**src/common/aho_pkg.sv**
```systemverilog
// package: constants for the converter host output interface
package aho_pkg;
  localparam int unsigned CLK_HZ = 20000000;
  localparam int unsigned RES_W = 16;
  localparam int unsigned BYTE_W = 8;
  localparam int unsigned FIFO_DEPTH = 8;
  // done release deadline and stand-alone done pulse, master clocks
  localparam logic [3:0] DONE_CYC = 4'h4;
  // serial bit presentation delay after decision, master clocks
  localparam logic [3:0] SER_DLY = 4'h4;
  // track-done fall after done fall, master clocks
  localparam logic [4:0] TRACK_CYC = 5'h0f;
  // pre-charge length on entering track, master clocks
  localparam logic [3:0] PRECHG_CYC = 4'h6;
  // conversion: sixteen decisions, msb first, SER_DLY+1 clocks apart
  localparam logic [4:0] BIT_LAST = 5'h0f;
  // interleave extends a conversion by this many clocks plus one
  localparam logic [4:0] INTERLEAVE_CALIBRATION_N_CYC = 5'h14;
  // status bit positions
  localparam int unsigned ST_DONE = 0;
  localparam int unsigned ST_TRKEND = 3;
  localparam int unsigned ST_BYTEPTR = 4;
  localparam int unsigned ST_TRACK = 5;
  localparam int unsigned ST_CONV = 6;
  localparam int unsigned ST_CAL = 7;
  typedef enum logic [1:0] {
    AHO_TRACK = 2'b00,
    AHO_CONV = 2'b01,
    AHO_XTRA = 2'b11,
    AHO_CAL = 2'b10
  } aho_state_t;
endpackage

```
**src/hdl/aho_core.sv**
```systemverilog
// file: host output and control logic of a 16-bit sar converter
`timescale 1ns/1ps
`default_nettype none
module aho_core (
  // clocking
  input wire logic clk,
  input wire logic rst,
  input wire logic ce,
  // host bus strobes
  input wire logic cs_n,
  input wire logic rd_n,
  input wire logic register_select,
  input wire logic bus_width_select,
  input wire logic burst_calibration,
  input wire logic interleave_calibration_n,
  input wire logic sample_trigger_n,
  // comparator decision from the analog core
  input wire logic comp_bit,
  // parallel data lanes
  output logic [15:0] data_out,
  output logic [15:0] data_oe,
  // status pins
  output logic done_n,
  output logic track_done_n,
  output logic precharge,
  output logic calibrating,
  // serial output
  output logic serial_bit_out,
  output logic serial_strobe,
  // buffered result stream
  output logic res_valid,
  input wire logic res_ready,
  output logic [15:0] res_data
);
  // synchronous strobe samples
  logic cs_n_r;
  logic cs_n_d_r;
  logic rd_n_r;
  logic trig_n_r;
  logic sel_r;
  logic bw_r;
  logic cal_r;
  logic cal_in_r;
  logic ilv_in_r;
  logic ilv_r;
  aho_pkg::aho_state_t st_r;
  aho_pkg::aho_state_t st_nxt;
  logic [4:0] cnt_r;
  logic [3:0] ph_r;
  logic [15:0] sar_r;
  logic [15:0] buf_r;
  logic byte_ptr_r;
  logic done_r;
  logic [3:0] done_age_r;
  logic [4:0] trk_cnt_r;
  logic trk_run_r;
  logic trk_done_r;
  logic [3:0] pre_cnt_r;
  logic [aho_pkg::SER_DLY-1:0] ser_pipe_r;
  logic [aho_pkg::SER_DLY-1:0] dec_pipe_r;
  logic rd_prev_r;
  logic [15:0] dout_r;
  logic [15:0] doe_r;
  logic ser_r;
  logic sclk_r;
  logic ser_new_r;

  // strobe decode, all on sampled pins
  wire rd_act = !cs_n_r && !rd_n_r;
  wire rd_start = rd_act && !rd_prev_r;
  wire cs_rise = cs_n_r && !cs_n_d_r;
  wire soft_rst = !cs_n_r && !sel_r && !trig_n_r;
  wire data_rd = rd_start && sel_r;
  wire stand_alone = !cs_n_r && !rd_n_r && sel_r && rd_prev_r;
  wire conv_start = (st_r == aho_pkg::AHO_TRACK) && !trig_n_r && !cal_r;
  // one decision per bit period, so each bit gets its own strobe pulse
  wire decide = (st_r == aho_pkg::AHO_CONV) && (ph_r == aho_pkg::SER_DLY);
  wire conv_end_bit = decide && (cnt_r == aho_pkg::BIT_LAST);
  wire xtra_end = (st_r == aho_pkg::AHO_XTRA) && (cnt_r == aho_pkg::INTERLEAVE_CALIBRATION_N_CYC);
  wire conv_end = (conv_end_bit && ilv_r) || xtra_end;
  wire cnt_step = (st_r != aho_pkg::AHO_CONV) || decide;
  wire dout_hold = rd_act && !rd_start && sel_r && !bw_r; // byte read keeps its byte
  wire [15:0] sar_nxt = sar_r | (comp_bit ? bit_mask(cnt_r) : 16'h0000);
  wire [7:0] sel_byte = byte_ptr_r ? buf_r[7:0] : buf_r[15:8];
  wire [7:0] status_w = status_byte(done_r, byte_ptr_r, trk_done_r, st_r);
  wire [15:0] rd_word = !sel_r ? {8'h00, status_w} : (bw_r ? buf_r : {8'h00, sel_byte});
  wire rd_dead = done_age_r == aho_pkg::DONE_CYC - 4'h1;

  // one-hot mask for the bit decided at step k, msb first
  function automatic logic [15:0] bit_mask(input logic [4:0] k);
    bit_mask = 16'h8000 >> k[3:0];
  endfunction

  // status byte assembly
  function automatic logic [7:0] status_byte(input logic dn, input logic bp,
                                             input logic td, input aho_pkg::aho_state_t s);
    logic [7:0] v;
    v = 8'h00;
    v[aho_pkg::ST_DONE] = dn; // low while a result waits
    v[aho_pkg::ST_TRKEND] = td; // low once the input is acquired
    v[aho_pkg::ST_BYTEPTR] = bp;
    v[aho_pkg::ST_TRACK] = (s == aho_pkg::AHO_TRACK);
    v[aho_pkg::ST_CONV] = (s == aho_pkg::AHO_CONV) || (s == aho_pkg::AHO_XTRA);
    v[aho_pkg::ST_CAL] = (s == aho_pkg::AHO_CAL);
    status_byte = v;
  endfunction

  // pin sampling
  always_ff @(posedge clk) begin
    if (rst) begin
      cs_n_r <= 1'b1;
      cs_n_d_r <= 1'b1;
      rd_n_r <= 1'b1;
      trig_n_r <= 1'b1;
      sel_r <= 1'b0;
      bw_r <= 1'b1;
      cal_in_r <= 1'b0;
      ilv_in_r <= 1'b1;
      rd_prev_r <= 1'b0;
    end else if (ce) begin
      cs_n_r <= cs_n;
      cs_n_d_r <= cs_n_r;
      rd_n_r <= rd_n;
      trig_n_r <= sample_trigger_n;
      sel_r <= register_select;
      bw_r <= bus_width_select;
      cal_in_r <= burst_calibration;
      ilv_in_r <= interleave_calibration_n;
      rd_prev_r <= rd_act;
    end
  end

  // calibration controls latched on chip select rising
  always_ff @(posedge clk) begin
    if (rst || soft_rst) begin
      cal_r <= 1'b0;
      ilv_r <= 1'b1;
    end else if (ce && cs_rise) begin
      cal_r <= cal_in_r;
      ilv_r <= ilv_in_r;
    end
  end

  // conversion sequencer next state
  always_comb begin
    st_nxt = st_r;
    case (st_r)
      aho_pkg::AHO_TRACK: begin
        if (cal_r) st_nxt = aho_pkg::AHO_CAL;
        else if (conv_start) st_nxt = aho_pkg::AHO_CONV;
      end
      aho_pkg::AHO_CONV: begin
        if (conv_end_bit) st_nxt = ilv_r ? aho_pkg::AHO_TRACK : aho_pkg::AHO_XTRA;
      end
      aho_pkg::AHO_XTRA: begin
        if (xtra_end) st_nxt = aho_pkg::AHO_TRACK;
      end
      aho_pkg::AHO_CAL: begin
        if (!cal_r) st_nxt = aho_pkg::AHO_TRACK;
      end
      default: st_nxt = aho_pkg::AHO_TRACK;
    endcase
  end

  // sequencer state and bit counter
  always_ff @(posedge clk) begin
    if (rst || soft_rst) begin
      st_r <= aho_pkg::AHO_TRACK;
      cnt_r <= '0;
      ph_r <= '0;
      sar_r <= '0;
    end else if (ce) begin
      st_r <= st_nxt;
      if (st_nxt != st_r) cnt_r <= 5'h00;
      else if (cnt_step) cnt_r <= cnt_r + 5'h01;
      ph_r <= ((st_nxt != st_r) || decide) ? 4'h0 : ph_r + 4'h1;
      if (conv_start) sar_r <= '0;
      else if (decide) sar_r <= sar_nxt;
    end
  end

  // output buffer and byte pointer
  always_ff @(posedge clk) begin
    if (rst || soft_rst) begin
      buf_r <= '0;
      byte_ptr_r <= 1'b0;
    end else if (ce) begin
      if (conv_end) begin
        buf_r <= conv_end_bit ? sar_nxt : sar_r;
        byte_ptr_r <= 1'b0;
      end else if (data_rd && !bw_r) begin
        byte_ptr_r <= !byte_ptr_r;
      end
    end
  end

  // conversion-done flag and its age
  always_ff @(posedge clk) begin
    if (rst || soft_rst) begin
      done_r <= 1'b1;
      done_age_r <= '0;
    end else if (ce) begin
      if (conv_end) begin
        done_r <= 1'b0;
        done_age_r <= '0;
      end else if (!done_r) begin
        done_age_r <= done_age_r + 4'h1;
        if (stand_alone && rd_dead) done_r <= 1'b1;
        else if (!stand_alone && (data_rd || conv_start)) done_r <= 1'b1;
      end
    end
  end

  // track-done counter and pre-charge window
  always_ff @(posedge clk) begin
    if (rst || soft_rst) begin
      trk_cnt_r <= '0;
      trk_run_r <= 1'b0;
      trk_done_r <= 1'b1;
      pre_cnt_r <= '0;
    end else if (ce) begin
      if (conv_end) begin
        trk_cnt_r <= 5'h01;
        trk_run_r <= 1'b1;
        trk_done_r <= 1'b1;
        pre_cnt_r <= aho_pkg::PRECHG_CYC;
      end else begin
        if (trk_run_r) begin
          trk_cnt_r <= trk_cnt_r + 5'h01;
          if (trk_cnt_r == aho_pkg::TRACK_CYC) begin
            trk_done_r <= 1'b0;
            trk_run_r <= 1'b0;
          end
        end
        if (conv_start) trk_done_r <= 1'b1;
        if (pre_cnt_r != 4'h0) pre_cnt_r <= pre_cnt_r - 4'h1;
      end
    end
  end

  // serial bit delay line, four clocks after each decision
  always_ff @(posedge clk) begin
    if (rst) begin
      ser_pipe_r <= '0;
      dec_pipe_r <= '0;
      ser_r <= 1'b0;
      sclk_r <= 1'b1;
      ser_new_r <= 1'b0;
    end else if (ce) begin
      ser_new_r <= dec_pipe_r[aho_pkg::SER_DLY-1];
      ser_pipe_r <= {ser_pipe_r[aho_pkg::SER_DLY-2:0], comp_bit};
      dec_pipe_r <= {dec_pipe_r[aho_pkg::SER_DLY-2:0], decide};
      if (dec_pipe_r[aho_pkg::SER_DLY-1]) ser_r <= ser_pipe_r[aho_pkg::SER_DLY-1];
      // strobe rises a clock after the data moved, so the receiver sees it settled
      if (dec_pipe_r[0]) sclk_r <= 1'b0;
      else if (ser_new_r) sclk_r <= 1'b1;
    end
  end

  // read data and drive enables
  always_ff @(posedge clk) begin
    if (rst) begin
      dout_r <= '0;
      doe_r <= '0;
    end else if (ce) begin
      if (!dout_hold) dout_r <= rd_word;
      doe_r <= rd_act ? ((sel_r && bw_r) ? 16'hffff : 16'h00ff) : 16'h0000;
    end
  end

  assign data_out = dout_r;
  assign data_oe = doe_r;
  assign done_n = done_r;
  assign track_done_n = trk_done_r;
  assign precharge = pre_cnt_r != 4'h0;
  assign calibrating = st_r == aho_pkg::AHO_CAL;
  assign serial_bit_out = ser_r;
  assign serial_strobe = sclk_r;

  // every finished result goes to the stream fifo, dropped when full
  aho_fifo #(.WIDTH(aho_pkg::RES_W), .DEPTH(aho_pkg::FIFO_DEPTH)) u_fifo (
    .clk(clk),
    .rst(rst),
    .ce(ce),
    .in_valid(conv_end),
    .in_ready(),
    .in_data(conv_end_bit ? sar_nxt : sar_r),
    .out_valid(res_valid),
    .out_ready(res_ready),
    .out_data(res_data)
  );
endmodule
`default_nettype wire

```
**src/hdl/aho_fifo.sv**
```systemverilog
// file: small flip-flop fifo with valid/ready on both sides
`timescale 1ns/1ps
`default_nettype none
module aho_fifo #(
  parameter int unsigned WIDTH = 16,
  parameter int unsigned DEPTH = 8
) (
  // clocking
  input wire logic clk,
  input wire logic rst,
  input wire logic ce,
  // fill side
  input wire logic in_valid,
  output logic in_ready,
  input wire logic [WIDTH-1:0] in_data,
  // drain side
  output logic out_valid,
  input wire logic out_ready,
  output logic [WIDTH-1:0] out_data
);
  localparam int unsigned AW = $clog2(DEPTH);
  logic [WIDTH-1:0] mem_r [DEPTH];
  logic [AW-1:0] wp_r;
  logic [AW-1:0] rp_r;
  logic [AW:0] cnt_r;
  wire push = in_valid && in_ready;
  wire pop = out_valid && out_ready;

  // full and empty from the occupancy count
  assign in_ready = (cnt_r != (AW+1)'(DEPTH));
  assign out_valid = (cnt_r != '0);
  assign out_data = mem_r[rp_r];

  // pointer and count update
  always_ff @(posedge clk) begin
    if (rst) begin
      wp_r <= '0;
      rp_r <= '0;
      cnt_r <= '0;
    end else if (ce) begin
      if (push) begin
        mem_r[wp_r] <= in_data;
        wp_r <= (wp_r == AW'(DEPTH-1)) ? '0 : wp_r + 1'b1;
      end
      if (pop) begin
        rp_r <= (rp_r == AW'(DEPTH-1)) ? '0 : rp_r + 1'b1;
      end
      cnt_r <= cnt_r + (AW+1)'(push) - (AW+1)'(pop);
    end
  end
endmodule
`default_nettype wire

```
**config.mk**
```make
export PLATFORM = sky130hd
export DESIGN_NAME = aho_core
export DESIGN_NICKNAME = d
export VERILOG_FILES = /design/src/common/aho_pkg.sv /design/src/hdl/aho_core.sv /design/src/hdl/aho_fifo.sv
export SDC_FILE = /design/constraint.sdc
export NUM_CORES = 1
export LEC_CHECK = 0
export BUFFER_PORTS_ARGS = -buffer_cell sky130_fd_sc_hd__buf_2
export CAP_MARGIN = 0
export CORE_ASPECT_RATIO = 0.75
export CORE_MARGIN = 4
export CORE_UTILIZATION = 50
export DETAILED_ROUTE_END_ITERATION = 12
export PLACE_DENSITY = 0.68
export SYNTH_ARGS = -nofsm -noshare
export SYNTH_HDL_FRONTEND = slang
export SYNTH_SLANG_ARGS = --single-unit
```
**constraint.sdc**
```tcl
create_clock -name clk -period 4.75 [get_ports clk]
set_input_delay 0.7125 -clock clk [delete_from_list [all_inputs] [get_ports clk]]
set_output_delay 0.7125 -clock clk [all_outputs]
set_load 0.005 [all_outputs]
```
==> Yosys cells after proc, flatten, opt, wreduce, memory -nomap -nowiden <==
Memory sizes are Yosys's and may differ from the RTL's. A register that Yosys moved wholly into a read port is not among the register bits.
Index checks and enable logic that the tools add are counted.
{ "totals": {"word_cells": 173, "mem_bits_rw": 128, "register_bits": 124, "mem_count": 1} }
{ "memory_table": {"columns": ["name", "words", "width", "rd", "rd_clocked_by_memory_dff", "write_ports", "line", "source"], "rows": [
  ["u_fifo.mem_r", 8, 16, 1, 1, 1, "aho_fifo.sv:22", "logic [WIDTH-1:0] mem_r [DEPTH];"]
]} }
{ "op_classes": {"add_sub_neg": 9, "n_mux": 48, "shifts": 1, "bitwise": 2, "n_eq_ne": 14, "reduce_logical": 65} }
{ "op_table": {"columns": ["cell", "n"], "rows": [
  ["$mux 16", 8],
  ["$logic_and 1x1->1", 24],
  ["$reduce_and 2->1", 12],
  ["$mux 4", 5],
  ["$mux 5", 4],
  ["$mux 1", 19],
  ["$or 16x16->16", 1],
  ["$shr 16x4->16 const A", 1],
  ["$mux 2", 6],
  ["$mux 3", 4],
  ["$reduce_bool 2->1", 6],
  ["$logic_not 1->1", 11],
  ["$add 5x1->5 const B", 2],
  ["$eq 5x4->1 const B", 2],
  ["$add 4x1->4 const B", 2],
  ["$mux 8", 1],
  ["$pmux 2 s4", 1],
  ["$reduce_bool 4->1", 2],
  ["$add 3x1->3 const B", 2],
  ["$eq 3x3->1 const B", 2],
  ["$logic_or 1x1->1", 6],
  ["$reduce_bool 3->1", 2],
  ["$eq 5x5->1 const B", 1],
  ["$add 4x1->4", 1],
  ["12 further kinds", 14]
]} }

==> Depth between registers and ports, before layout <==
{ "logic_depth": {"depth_word": 10, "ltp_mapped": 16} }

==> Hierarchy <==
Synthesis repeated with hierarchy kept, for this count alone.
{ "unflattened": {"hier_cells": 810, "hier_area_um2": 10256.1} }
{ "by_module_without_submodules": {"columns": ["mod", "cells_each", "area_per_inst_um2", "n_inst", "seq_area_each_um2"], "rows": [
  ["aho_fifo", 269, 5660.4, 1, 4103.9],
  ["aho_core", 541, 4595.7, 1, 1981.9]
]} }

==> Least setup slack after synthesis <==
Ideal clock, no wire load.
{ "synth_path": {"kind": "register to register", "startpoint": "reg cnt_r[2]", "endpoint": "mem u_fifo.mem_r[4][0], enable pin", "stages_incl_launch_ff": 11, "required_ps": 4320, "setup_time_ps": 430, "path_slack_ps": 660, "synth_period_minus_slack_ps": 4090, "n_path_buf": 3, "arrival_ps": 3660, "cell_sequence": "dfxtp_1 clkbuf_1 clkbuf_1 and3_1 ha_1 and4b_4 a22o_4 and3_1 buf_2 nand3_1 nor4_1"} }
{ "synth_between": {"elab_chain_len": 9, "elab_cells_between_ends": 11, "cone_classes": "eq/ne (2); mux (4); reduce/logical (5)"} }
{ "synth_lines": {"columns": ["element", "line", "source"], "rows": [
  ["from (decl)", "aho_core.sv:48", "logic [4:0] cnt_r;"],
  ["from (signal assigned)", "aho_core.sv:175", "else if (cnt_step) cnt_r <= cnt_r + 5'h01;"],
  ["$eq 5x4->1", "aho_core.sv:78", "wire conv_end_bit = decide && (cnt_r == aho_pkg::BIT_LAST);"],
  ["$logic_and 1x1->1", "aho_core.sv:78", null],
  ["$logic_and 1x1->1", "aho_core.sv:80", "wire conv_end = (conv_end_bit && ilv_r) || xtra_end;"],
  ["$logic_or 1x1->1 (*)", "aho_core.sv:80", null],
  ["$logic_and 1x1->1 (*)", "aho_fifo.sv:26", "wire push = in_valid && in_ready;"],
  ["$mux 1 (*)", "aho_fifo.sv:41", "if (push) begin"],
  ["$mux 1 (*)", "aho_fifo.sv:40", "end else if (ce) begin"],
  ["$mux 1 (*)", "aho_fifo.sv:36", "if (rst) begin"],
  ["$mux 1 (not written as such) (*)", "aho_fifo.sv:42", "mem_r[wp_r] <= in_data;"],
  ["to (decl)", "aho_fifo.sv:22", null]
]} }
Mark *: on every way between the ends. The rest lies on a longest branch, timed or not.

==> Worst setup path after layout <==
{ "layout_path": {"startpoint": "reg cnt_r[2]", "endpoint": "mem u_fifo.mem_r[7][9], enable pin"} }
Same word-level chain as after synthesis.

==> metrics.txt <==
leakage power total 4.28 nW; effective utilization at floorplan 0.515; Async SR Flop Fraction 0; layout cells sized above 1 0.217; wire length of the first global-routing pass 35.3 mm; number of placement rows 44; total number of vias 6526; DRC violation total after the first TritonRoute iteration 562; Setup CP Type reg -> reg; master of the slowest instance on the critical path sky130_fd_sc_hd__dfxtp_1; die extent in x 172 µm; number of nets with antenna violations after detailed routing 0; power density cells 392 nW/µm²; # setup viols final 0; Placement Setup Slack 1270 ps; Synth warnings 0; total power after layout 4.43 mW; stage delay of the slowest cell on the critical path 750 ps; final WL 21.7 mm; remaining global-route overflow 0; sequential cell area fraction in the yosys report 0.604; cell type with the largest total area after synthesis sky130_fd_sc_hd__edfxtp_1; Top FF cell, synth sky130_fd_sc_hd__edfxtp_1; total DRC errors in the routed layout 0; Syn Nets 845; die height 131 µm; upper clock frequency limit 0.284 GHz; synthesized area 10100 µm²; flip-flop and latch count after synthesis 240; startpoint type of the worst setup path flip-flop; standard cell core area 19500 µm²; number of antenna repair diodes 0; CTS tree built; post-DR wirelength/cell 19.4 µm; overall die area 22500 µm²; average footprint of a synthesized cell 12.5 µm²; unrepaired setup endpoints after global routing false; Worst-Margin Slew 916 ps; detail-routed via count per cell 5.82; Area growth syn-to-layout 12.4%; # hold bufs at CTS 0; number of enable flip-flop cells after synthesis 128; Mapped Cells 808; number of filler instances in the final layout 1506; flip-flop and latch area 6090 µm²; length of the first detailed-routing pass in iterations 5; result of the run complete, no violations; number of global-route vias before repair 6524; peak fanout along the critical path 27; largest net degree at the start of global routing 63; number of violations of the max-capacitance limit 0; postcts setup bufs 0; final hold viol count 0; port buffer count 66; Post-synth top cells sky130_fd_sc_hd__edfxtp_1, sky130_fd_sc_hd__dfxtp_1, sky130_fd_sc_hd__nand2_1, sky130_fd_sc_hd__nor2_1, sky130_fd_sc_hd__a21oi_1; IO Count 67; Inserted Clock Buffers 24; cell with the most instances after synthesis sky130_fd_sc_hd__edfxtp_1; clock-pin slew on the worst setup and hold paths 60 ps; gpl congestion 0.851; leading cell types by total area after synthesis sky130_fd_sc_hd__edfxtp_1, sky130_fd_sc_hd__dfxtp_1, sky130_fd_sc_hd__mux4_2; Max IR drop VDD 209 µV; Tot GR Track Use 0.198; Worst Path Arrival 3730 ps; worst hold-check slack 406 ps; clock insertion delay at the later pin of the skew report 510 ps; final worst-path cycle share 0.743; number of clock sinks 240; required time worst endpoint 4950 ps; clk root buf sky130_fd_sc_hd__clkbuf_16; core occupancy in the finished layout 0.579; final worst path period need 3530 ps; post-layout net count 888; clock tree skew after final layout 8.86 ps; Fin Setup TNS 0 ps; cells along the critical path and3_1 -> ha_1 -> and4b_4 -> a22o_4 -> and3_1 -> buf_4 -> nand3_1 -> nor2_1 -> buf_4; Clock Tree Buf Depth 3; crit path setup slack, layout 1220 ps; relative max-transition margin 0.388; number of buffers and inverters on the critical path 2; crit path capture type flip-flop; path type of the worst min-delay path in -> reg; area of the multi-input gates 3600 µm²; CP top delay family simple AND/OR/NAND/NOR gates; final-report max-slew violation count 0; cts repair resizes 0; post-detailed-placement half-perimeter wirelength 14.4 mm; number of antenna violations at the first check in global routing 0; count of different cell masters after synthesis 65; H-Tree Level Count 1; share of the synthesized area in the top cell type 0.382
==> where the power goes <==
group          total, mW  internal [mW]  switching (mW)
logic              0.333          0.148           0.186
clock network       1.85           1.09           0.756
registers           2.25           2.20          0.0521
==> placed cells by master (no fill, tap or decap), types with 24 or more instances in the layout <==
cell	synthesis	layout
sky130_fd_sc_hd__buf_2	10	66
sky130_fd_sc_hd__clkbuf_16	0	25
sky130_fd_sc_hd__ha_1	24	24
sky130_fd_sc_hd__nand2_1	69	69
sky130_fd_sc_hd__dfxtp_1	112	110
sky130_fd_sc_hd__nor2_1	65	65
sky130_fd_sc_hd__edfxtp_1	128	128
sky130_fd_sc_hd__inv_1	24	24
sky130_fd_sc_hd__mux4_2	32	32
sky130_fd_sc_hd__a21oi_1	63	63
==> metal layers <==
| layer | vias up | wire (µm) | GRT usage |
|---|---|---|---|
| met2 | 221 | 10000 | 0.318 |
| li1 | 3072 | - | - |
| met4 | 0 | 301 | 0.0393 |
| met1 | 3207 | 10000 | 0.291 |
| met5 | - | 0 | 0 |
| met3 | 26 | 1370 | 0.0328 |
==> final cells by class <==
cell class | count | area share
Clock buffer | 34 | 0.0592
Clock inverter | 10 | 0.00929
Inverter | 25 | 0.00829
Multi-Input combinational cell | 480 | 0.319
Sequential cell | 240 | 0.538
Tap cell | 253 | 0.0280
Timing Repair Buffer | 80 | 0.0385
==> stage by stage <==
step           cell area (µm²)  std cells
2_1_floorplan            10100        808
3_3_place_gp             10500       1078
3_5_place_dp             10500       1078
4_1_cts                  11300       1122
5_1_grt                  11300       1122
6_report                 11300       1122
==> state kept, by name (all words and copies together) (netlist names), 4 cells and up, named ones only <==
register and flops:
data_out 16, pre_cnt_r 4, trk_cnt_r 5, u_fifo.cnt_r 4, cnt_r 5, buf_r 16
done_age_r 4, sar_r 16, ser_pipe_r 4, u_fifo.mem_r 128, dec_pipe_r 4, ph_r 4
==> path summary, 6_finish.rpt <==
| check | from | endpoint | slack (ps) | depth (start not counted) |
|---|---|---|---|---|
| worst min register to register | data_out[12] | data_out[12] | 460 | 2 |
| worst min-delay path | interleave_calibration_n | ilv_in_r | 410 | 2 |
| worst max-delay path | cnt_r[2] | u_fifo.mem_r[7][9] | 1220 | 9 |
| worst max register to register | cnt_r[2] | u_fifo.mem_r[7][9] | 1220 | 9 |
==> logic make-up (layout without fill, tap and decap cells) <==
kind of cell,count (synthesis),in the layout,share of synthesized area
buf+inv,88,149,0.0404
xor+xnor,2,2,0.00174
simple gates,235,235,0.115
mux,72,72,0.114
flops,240,240,0.604
fa+ha+maj,25,25,0.0318
compound gates,146,146,0.0928
No activity file was read; power rests on OpenSTA's default activity.
